===== src/xmn_pkg.sv =====
// constants for the extended message negotiator
package xmn_pkg;
    // ============================================================
    // message bytes
    localparam logic [7:0] MSG_EXT = 8'h01;
    localparam logic [7:0] MSG_REJECT = 8'h07;
    localparam logic [7:0] EXT_SDTR = 8'h01;
    localparam logic [7:0] EXT_WDTR = 8'h03;
    localparam logic [7:0] LEN_SDTR = 8'h03;
    localparam logic [7:0] LEN_WDTR = 8'h02;
    localparam logic [7:0] WIDTH_8 = 8'h00;
    localparam logic [8:0] LEN_ZERO_COUNT = 9'h100;
    // ============================================================
    // timing figures
    localparam logic [7:0] PERIOD_MIN = 8'h19;
    localparam logic [7:0] PERIOD_MAX = 8'he3;
    localparam logic [7:0] OFFSET_UNLIM = 8'hff;
    localparam logic [1:0] NS_PER_FACTOR_SH = 2'h2;
    localparam int NBANDS = 15;
    localparam logic [7:0] BAND_TOP [NBANDS] = '{
        8'h19, 8'h1f, 8'h25, 8'h2b, 8'h32, 8'h3e, 8'h4b, 8'h56,
        8'h64, 8'h70, 8'h7d, 8'h93, 8'hb2, 8'hc8, 8'he3};
    localparam logic [3:0] BAND_NONE = 4'hf;
    // ============================================================
    // reset values
    localparam logic [7:0] RST_PERIOD = 8'h00;
    localparam logic [7:0] RST_OFFSET = 8'h00;
    localparam logic [7:0] RST_WIDTH = 8'h00;
    // ============================================================
    // parser states and reply kinds
    typedef enum logic [2:0] {
        ST_IDLE = 3'h0,
        ST_LEN = 3'h1,
        ST_CODE = 3'h3,
        ST_ARG = 3'h2,
        ST_SEND = 3'h6,
        ST_HOLD = 3'h7
    } xmn_state_e;
    typedef enum logic [1:0] {
        RP_SDTR = 2'h0,
        RP_WDTR = 2'h1,
        RP_REJ = 2'h2
    } xmn_reply_e;
endpackage


===== src/xmn_negotiator.sv =====
// target-side extended message parser and transfer negotiator
`timescale 1ns/1ps
`default_nettype none
module xmn_negotiator #(
    parameter int N_INIT = 8,
    parameter int ID_W = 3,
    parameter logic [7:0] MAX_OFFSET = 8'h0f
) (
    input wire logic MCLK,
    input wire logic NRST,
    input wire logic RESET_COND,
    input wire logic BUS_DEV_RESET,
    input wire logic [ID_W-1:0] INIT_ID,
    input wire logic MSG_OUT_VALID,
    input wire logic [7:0] MSG_OUT_BYTE,
    input wire logic MSG_IN_READY,
    output logic MSG_IN_VALID,
    output logic [7:0] MSG_IN_BYTE,
    output logic MSG_IN_LAST,
    input wire logic REPLY_DONE,
    input wire logic ATN_REJECT,
    input wire logic ATN_PARITY,
    input wire logic SEND_SYNC_EN,
    input wire logic NEG_START,
    input wire logic DATA_PHASE,
    output logic SYNC_ACTIVE,
    output logic [7:0] SYNC_PERIOD,
    output logic [7:0] SYNC_OFFSET,
    output logic [9:0] PERIOD_NS,
    output logic [3:0] RATE_BAND,
    output logic [7:0] WIDTH_EXP,
    output logic WIDE_NEEDED,
    output logic NEG_BUSY
);
    // ============================================================
    // parameter checks
    initial begin
        if (N_INIT > (1 << ID_W) || N_INIT < 1)
            $error("N_INIT does not fit ID_W");
        if (MAX_OFFSET == 8'h00)
            $error("MAX_OFFSET must be nonzero");
    end

    // ============================================================
    // state
    xmn_pkg::xmn_state_e state_r;
    xmn_pkg::xmn_reply_e kind_r;
    logic [8:0] cnt_r;
    logic [7:0] code_r;
    logic [7:0] len_r;
    logic [7:0] arg0_r;
    logic [1:0] aidx_r;
    logic [7:0] reply_r [5];
    logic [2:0] rlen_r;
    logic [2:0] ridx_r;
    logic dev_orig_r;
    logic [7:0] pend_per_r;
    logic [7:0] pend_off_r;
    logic [7:0] per_tab_r [N_INIT];
    logic [7:0] off_tab_r [N_INIT];
    logic [7:0] wid_tab_r [N_INIT];
    logic [N_INIT-1:0] wide_need_r;
    logic clear_all;
    logic commit;
    logic cancel;
    logic last_arg;
    logic send_last;
    logic [7:0] resp_per;
    logic [7:0] resp_off;
    logic code_ok;

    // ============================================================
    // combinational helpers
    assign clear_all = RESET_COND | BUS_DEV_RESET;
    assign last_arg = (state_r == xmn_pkg::ST_ARG) && MSG_OUT_VALID &&
        (cnt_r == 9'h001);
    assign send_last = MSG_IN_VALID && MSG_IN_READY && MSG_IN_LAST;
    // supported code with the length it needs
    assign code_ok = (MSG_OUT_BYTE == xmn_pkg::EXT_SDTR &&
        len_r == xmn_pkg::LEN_SDTR) ||
        (MSG_OUT_BYTE == xmn_pkg::EXT_WDTR &&
        len_r == xmn_pkg::LEN_WDTR);
    // responder raises period and lowers offset as needed
    always_comb begin
        resp_per = arg0_r;
        if (arg0_r < xmn_pkg::PERIOD_MIN)
            resp_per = xmn_pkg::PERIOD_MIN;
        resp_off = (MSG_OUT_BYTE > MAX_OFFSET) ? MAX_OFFSET :
            MSG_OUT_BYTE; // offset byte is on the bus at last_arg
        if (arg0_r > xmn_pkg::PERIOD_MAX)
            resp_off = 8'h00; // too slow for any band: async
    end
    // commit on accepted reply, cancel on error messages
    assign commit = (state_r == xmn_pkg::ST_HOLD) && REPLY_DONE &&
        !dev_orig_r && !ATN_REJECT && !ATN_PARITY;
    assign cancel = ((state_r == xmn_pkg::ST_HOLD) &&
        (ATN_REJECT || ATN_PARITY || (REPLY_DONE && dev_orig_r))) ||
        (send_last && kind_r == xmn_pkg::RP_REJ && dev_orig_r);

    // ============================================================
    // message parser and reply sequencer
    always_ff @(posedge MCLK or negedge NRST) begin
        if (!NRST) begin
            state_r <= xmn_pkg::ST_IDLE;
            kind_r <= xmn_pkg::RP_REJ;
            cnt_r <= 9'h000;
            code_r <= 8'h00;
            len_r <= 8'h00;
            arg0_r <= 8'h00;
            aidx_r <= 2'h0;
            ridx_r <= 3'h0;
            rlen_r <= 3'h0;
            dev_orig_r <= 1'b0;
            for (int i = 0; i < 5; i++)
                reply_r[i] <= 8'h00;
        end else if (clear_all) begin
            state_r <= xmn_pkg::ST_IDLE;
            dev_orig_r <= 1'b0;
        end else begin
            case (state_r)
                xmn_pkg::ST_IDLE: begin
                    dev_orig_r <= 1'b0;
                    if (MSG_OUT_VALID &&
                        MSG_OUT_BYTE == xmn_pkg::MSG_EXT) begin
                        state_r <= xmn_pkg::ST_LEN;
                    end else if (NEG_START && SEND_SYNC_EN) begin
                        dev_orig_r <= 1'b1;
                        kind_r <= xmn_pkg::RP_SDTR;
                        reply_r[0] <= xmn_pkg::MSG_EXT;
                        reply_r[1] <= xmn_pkg::LEN_SDTR;
                        reply_r[2] <= xmn_pkg::EXT_SDTR;
                        reply_r[3] <= xmn_pkg::PERIOD_MIN;
                        reply_r[4] <= MAX_OFFSET;
                        rlen_r <= 3'h5;
                        ridx_r <= 3'h0;
                        state_r <= xmn_pkg::ST_SEND;
                    end
                end
                xmn_pkg::ST_LEN: if (MSG_OUT_VALID) begin
                    len_r <= MSG_OUT_BYTE;
                    cnt_r <= (MSG_OUT_BYTE == 8'h00) ?
                        xmn_pkg::LEN_ZERO_COUNT :
                        {1'b0, MSG_OUT_BYTE};
                    state_r <= xmn_pkg::ST_CODE;
                end
                xmn_pkg::ST_CODE: if (MSG_OUT_VALID) begin
                    code_r <= MSG_OUT_BYTE;
                    cnt_r <= cnt_r - 9'h001;
                    aidx_r <= 2'h0;
                    if (code_ok) begin
                        state_r <= xmn_pkg::ST_ARG;
                    end else begin
                        kind_r <= xmn_pkg::RP_REJ;
                        reply_r[0] <= xmn_pkg::MSG_REJECT;
                        rlen_r <= 3'h1;
                        ridx_r <= 3'h0;
                        state_r <= xmn_pkg::ST_SEND;
                    end
                end
                xmn_pkg::ST_ARG: if (MSG_OUT_VALID) begin
                    cnt_r <= cnt_r - 9'h001;
                    aidx_r <= aidx_r + 2'h1;
                    if (aidx_r == 2'h0)
                        arg0_r <= MSG_OUT_BYTE;
                    if (last_arg)
                        state_r <= xmn_pkg::ST_SEND;
                    if (last_arg && code_r == xmn_pkg::EXT_WDTR) begin
                        kind_r <= xmn_pkg::RP_WDTR;
                        reply_r[0] <= xmn_pkg::MSG_EXT;
                        reply_r[1] <= xmn_pkg::LEN_WDTR;
                        reply_r[2] <= xmn_pkg::EXT_WDTR;
                        reply_r[3] <= xmn_pkg::WIDTH_8;
                        rlen_r <= 3'h4;
                        ridx_r <= 3'h0;
                        dev_orig_r <= 1'b0;
                    end else if (last_arg && dev_orig_r) begin
                        // initiator answered our request: check it
                        if (arg0_r < xmn_pkg::PERIOD_MIN ||
                            MSG_OUT_BYTE > MAX_OFFSET) begin
                            kind_r <= xmn_pkg::RP_REJ;
                            reply_r[0] <= xmn_pkg::MSG_REJECT;
                            rlen_r <= 3'h1;
                            ridx_r <= 3'h0;
                        end else begin
                            state_r <= xmn_pkg::ST_IDLE;
                        end
                    end else if (last_arg) begin
                        kind_r <= xmn_pkg::RP_SDTR;
                        reply_r[0] <= xmn_pkg::MSG_EXT;
                        reply_r[1] <= xmn_pkg::LEN_SDTR;
                        reply_r[2] <= xmn_pkg::EXT_SDTR;
                        reply_r[3] <= resp_per;
                        reply_r[4] <= resp_off;
                        rlen_r <= 3'h5;
                        ridx_r <= 3'h0;
                    end
                end
                xmn_pkg::ST_SEND: if (MSG_IN_READY) begin
                    ridx_r <= MSG_IN_LAST ? 3'h0 : ridx_r + 3'h1;
                    if (MSG_IN_LAST)
                        state_r <= (kind_r == xmn_pkg::RP_REJ) ?
                            xmn_pkg::ST_IDLE : xmn_pkg::ST_HOLD;
                end
                xmn_pkg::ST_HOLD: begin
                    if (ATN_PARITY) begin
                        ridx_r <= 3'h0;
                        state_r <= xmn_pkg::ST_SEND;
                    end else if (ATN_REJECT || REPLY_DONE) begin
                        state_r <= xmn_pkg::ST_IDLE;
                    end else if (dev_orig_r && MSG_OUT_VALID &&
                        MSG_OUT_BYTE == xmn_pkg::MSG_EXT) begin
                        state_r <= xmn_pkg::ST_LEN;
                    end
                end
                default: state_r <= xmn_pkg::ST_IDLE;
            endcase
        end
    end

    // ============================================================
    // reply byte outputs
    assign MSG_IN_VALID = (state_r == xmn_pkg::ST_SEND);
    assign MSG_IN_BYTE = reply_r[ridx_r];
    assign MSG_IN_LAST = MSG_IN_VALID && (ridx_r == rlen_r - 3'h1);
    assign NEG_BUSY = (state_r != xmn_pkg::ST_IDLE);

    // ============================================================
    // pending values of the reply being sent
    always_ff @(posedge MCLK or negedge NRST) begin
        if (!NRST) begin
            pend_per_r <= xmn_pkg::RST_PERIOD;
            pend_off_r <= xmn_pkg::RST_OFFSET;
        end else if (last_arg && code_r == xmn_pkg::EXT_SDTR &&
            !dev_orig_r) begin
            pend_per_r <= resp_per;
            pend_off_r <= resp_off;
        end
    end

    // ============================================================
    // per-initiator agreement tables
    always_ff @(posedge MCLK or negedge NRST) begin
        if (!NRST) begin
            for (int i = 0; i < N_INIT; i++) begin
                per_tab_r[i] <= xmn_pkg::RST_PERIOD;
                off_tab_r[i] <= xmn_pkg::RST_OFFSET;
                wid_tab_r[i] <= xmn_pkg::RST_WIDTH;
            end
            wide_need_r <= '1;
        end else if (clear_all) begin
            for (int i = 0; i < N_INIT; i++) begin
                off_tab_r[i] <= xmn_pkg::RST_OFFSET;
                wid_tab_r[i] <= xmn_pkg::RST_WIDTH;
            end
            wide_need_r <= '1;
        end else begin
            if (commit && kind_r == xmn_pkg::RP_SDTR) begin
                per_tab_r[INIT_ID] <= pend_per_r;
                off_tab_r[INIT_ID] <= pend_off_r;
            end else if (commit && kind_r == xmn_pkg::RP_WDTR) begin
                wid_tab_r[INIT_ID] <= xmn_pkg::WIDTH_8;
                wide_need_r[INIT_ID] <= 1'b0;
            end else if (cancel) begin
                off_tab_r[INIT_ID] <= 8'h00;
            end else if (last_arg && dev_orig_r &&
                code_r == xmn_pkg::EXT_SDTR && arg0_r >=
                xmn_pkg::PERIOD_MIN && MSG_OUT_BYTE <= MAX_OFFSET) begin
                per_tab_r[INIT_ID] <= arg0_r;
                off_tab_r[INIT_ID] <= MSG_OUT_BYTE;
            end
        end
    end

    // ============================================================
    // rate band lookup
    function automatic logic [3:0] band_of(input logic [7:0] f);
        logic [3:0] b;
        b = xmn_pkg::BAND_NONE;
        for (int i = xmn_pkg::NBANDS - 1; i >= 0; i--)
            if (f <= xmn_pkg::BAND_TOP[i])
                b = 4'(i);
        return b;
    endfunction

    // ============================================================
    // agreement seen by the transfer engine
    assign SYNC_PERIOD = per_tab_r[INIT_ID];
    assign SYNC_OFFSET = off_tab_r[INIT_ID]; // limits, not targets
    assign WIDTH_EXP = wid_tab_r[INIT_ID];
    assign WIDE_NEEDED = wide_need_r[INIT_ID];
    assign SYNC_ACTIVE = DATA_PHASE && (SYNC_OFFSET != 8'h00);
    assign PERIOD_NS = {2'b00, SYNC_PERIOD} <<
        xmn_pkg::NS_PER_FACTOR_SH;
    assign RATE_BAND = band_of(SYNC_PERIOD);
endmodule
`default_nettype wire


===== config.mk =====
export PLATFORM = sky130hd
export DESIGN_NAME = xmn_negotiator
export DESIGN_NICKNAME = d
export VERILOG_FILES = /design/src/xmn_pkg.sv /design/src/xmn_negotiator.sv
export SDC_FILE = /design/constraint.sdc
export NUM_CORES = 1
export LEC_CHECK = 0
export ABC_CLOCK_PERIOD_IN_PS = 5140
export BUFFER_PORTS_ARGS = -buffer_cell sky130_fd_sc_hd__buf_2
export CAP_MARGIN = 20
export CORE_AREA = 10 10 235 147
export CTS_CLUSTER_SIZE = 30
export DETAILED_ROUTE_END_ITERATION = 10
export DIE_AREA = 0 0 245 157
export PLACE_DENSITY = 0.61
export SLEW_MARGIN = 20
export SYNTH_ARGS = -nofsm -noshare
export SYNTH_HDL_FRONTEND = slang
export SYNTH_SLANG_ARGS = --single-unit

===== constraint.sdc =====
create_clock -name MCLK -period 5.14 [get_ports MCLK]
set_input_delay 1.028 -clock MCLK [delete_from_list [all_inputs] [get_ports MCLK]]
set_output_delay 1.028 -clock MCLK [all_outputs]
set_load 0.05 [all_outputs]

==> metrics <==
status=finished, final reports clean; Total Power=0.00506 W; CP max-delay cell=mux4_2; Setup Buffers After CTS=0; GRT Util Overall=0.185; startpoint types=input port; Max-Cap Viols=0; initial antenna violation count=0; Tcrit/Tclk final=0.951; vias in the first global route=9723; antenna viol nets, final=0; Ys Warns=0; slowest stage delay, CP=0.51 ns; Worst-Margin Slew=0.889 ns; synthesized area=13500 µm²; WHS Endpoint=reply_r[32]; # DRC=0; first-pass GRT wire length=57100 µm; met2 wire len=14800 µm; Hold Path Class=reg2reg; largest net degree at the start of global routing=111; Final Hold Vio Count=0; CTS clk-pin slew, worst paths=0.06 ns; Area Growth Syn to Fin=13.0%; I/O pins=74; Port Buffers=71; htree depth=1; Setup violations, final=0; Setup crit end kind=output port; layout cell share with drive strength beyond 1=0.203; worst r2r dst=per_tab_r[40]; fin crit period=4.89 ns; RSZ-0062 raised after global routing=false; Filler Cell Count=2835; dpl hpwl=24300 µm; 1st-pass router iterations=5; Hold WS=0.469 ns; DIE AREA=38500 µm²; critical-path cell list=buf_2 > buf_4 > mux4_2 > mux2i_1 > inv_2 > nor2_1 > o21ai_0 > a21o_1 > a222oi_1 > buf_2; via/cell ratio=5.66; wire length on met1=18000 µm; synth unique cells=74; CTS Hold Bufs=0; Synth Flop Type=dfrtp_1; DRT iter0 DRCs=1049; Clock Tree Buf Depth=3; Sink Count=283; ANT cells=0; CP most frequent cell=buf_2; skew final=0.0137 ns; Synth Instances=1262; Non-Filler Instances=1749; post-synthesis sequential area ratio=0.527; commonest non-fill, non-tap cell in the layout=dfrtp_1; Crit path required time=4.11 ns; Highest Signal Layer=met4; EDFF count, synth=0; placed cells=1698; CTS tree=built; CTS Buf Count=28; Seq cells post-synth=283; Rows=50; Core Region=30500 µm²; FFs w/ async S/R, synth=1.00; most frequent cells in the layout=274 x dfrtp_1, 165 x nand2_1, 85 x mux2i_1; reg2reg setup slack=1.49 ns; post-CTS sizing=0; Worst R2R Start=state_r[1]; Vias=9894; syn_area_per_cell=10.7 µm²; gr ovfl total=0; Initial Util=0.441; setup slack at placement=0.238 ns; NumNets Final=1339; pwr dens=333 nW/µm²; maximum clock frequency=204 MHz; min-delay src=reply_r[32]; WL final=35700 µm; fin. max-slew vios=0; VDD IR max=266 µV; Slew Limit Headroom=0.407; CTS root buf=clkbuf_16; Die W=245 µm; crit-path max FO=19; Worst R2R Path Depth=7; Die Y-Extent=157 µm; Hold Path Depth=1; leak pwr=6.95 nW; WS Path Type=in2out; worst-skew pair later-pin latency=0.55 ns; post-DR wirelength/cell=20.4 µm; fin worst setup slack=0.250 ns; RePlAce Congestion=0.838; WL met3=2180 µm; critical path arrival=3.86 ns
==> through the flow <==
stage	TNS, ns	util	cell area [µm²]
floorplan	-0.0157	-	13500
global placement	0	0.467	14300
detailed placement	0	0.467	14300
CTS	0	0.498	15200
global route	0	0.498	15200
finish	0	0.498	15200
==> critical path, delay by kind of cell <==
| family | cells | cell delay [ns] |
|---|---|---|
| mux | 2 | 0.87 |
| buf+inv | 4 | 1.08 |
| compound gates | 3 | 0.68 |
| simple gates | 1 | 0.21 |
==> kinds of logic after synthesis <==
logic type,count (synthesis),share of synthesized area
adder cells (fa/ha/maj),4,0.00372
buffers and inverters,100,0.0326
XOR/XNOR,2,0.00130
AND/OR/NAND/NOR,442,0.168
multiplexers,168,0.141
other,1,0.000279
AO/OA/AOI/OAI,262,0.126
flip-flops,283,0.527
==> Yosys cell counts, types with 5 or more instances <==
cell,instances,area share
or2_2,5,0.0023
o21ai_0,56,0.021
nand2_1,165,0.046
nand4_1,22,0.010
nor4_1,5,0.0023
nand3_1,8,0.0030
mux4_2,10,0.017
and3_1,6,0.0028
clkbuf_1,53,0.015
a22o_1,7,0.0046
dfrtp_1,274,0.51
and2_1,76,0.035
a21oi_1,68,0.025
buf_2,8,0.0030
a31oi_1,8,0.0037
inv_1,23,0.0064
nand3b_1,7,0.0039
dfstp_2,9,0.018
mux2_2,71,0.059
nand2b_1,11,0.0051
nor2b_1,12,0.0056
a211oi_1,10,0.0056
nor3b_1,6,0.0033
nor3_1,13,0.0048
a21o_1,6,0.0033
a22oi_1,73,0.041
nor4_2,5,0.0047
mux2i_1,87,0.065
nor2_1,72,0.020
or3_1,5,0.0023
nor2_2,8,0.0037
buf_4,10,0.0056
==> routing by layer <==
metal,vias up,track usage
met2,290,0.256
met5,-,0
met3,49,0.0347
met1,4960,0.291
met4,0,0.0351
li1,4595,-
==> where the power goes <==
group	internal [W]	total (W)	switching, W
clock network	0.00122	0.00210	0.000887
logic	0.000176	0.000572	0.000395
registers	0.00231	0.00238	0.0000756
total	0.00370	0.00506	0.00136
==> worst max-delay path by stage <==
stage / slack (ns) / to / cells past startpoint / start
floorplan: -0.02 / RATE_BAND[1] / 9 / INIT_ID[2]
global placement: 0.32 / RATE_BAND[0] / 11 / INIT_ID[1]
detailed placement: 0.24 / RATE_BAND[1] / 10 / INIT_ID[1]
CTS: 0.23 / RATE_BAND[1] / 10 / INIT_ID[1]
global route: 0.08 / RATE_BAND[1] / 10 / INIT_ID[1]
finish: 0.25 / RATE_BAND[1] / 10 / INIT_ID[1]
==> cell type report <==
type,instances,area [µm²],area share
flip-flops and latches,283,7090,0.467
multi-input cells,880,5980,0.394
clock buffers,41,831,0.0547
repair buffers,95,571,0.0375
well taps,416,520,0.0342
clock inverters,10,106,0.00700
inverters,24,95.1,0.00626
==> flip-flops by register name, indices dropped and copies added (netlist names) <==
signal	flops
aidx_r	2
arg0_r	8
cnt_r	9
code_r	8
dev_orig_r	1
kind_r	2
len_r	8
off_tab_r	64
pend_off_r	8
pend_per_r	8
per_tab_r	64
reply_r	21
ridx_r	3
rlen_r	2
state_r	3
wid_tab_r	64
wide_need_r	8
Power figures use the tool's default switching activity.
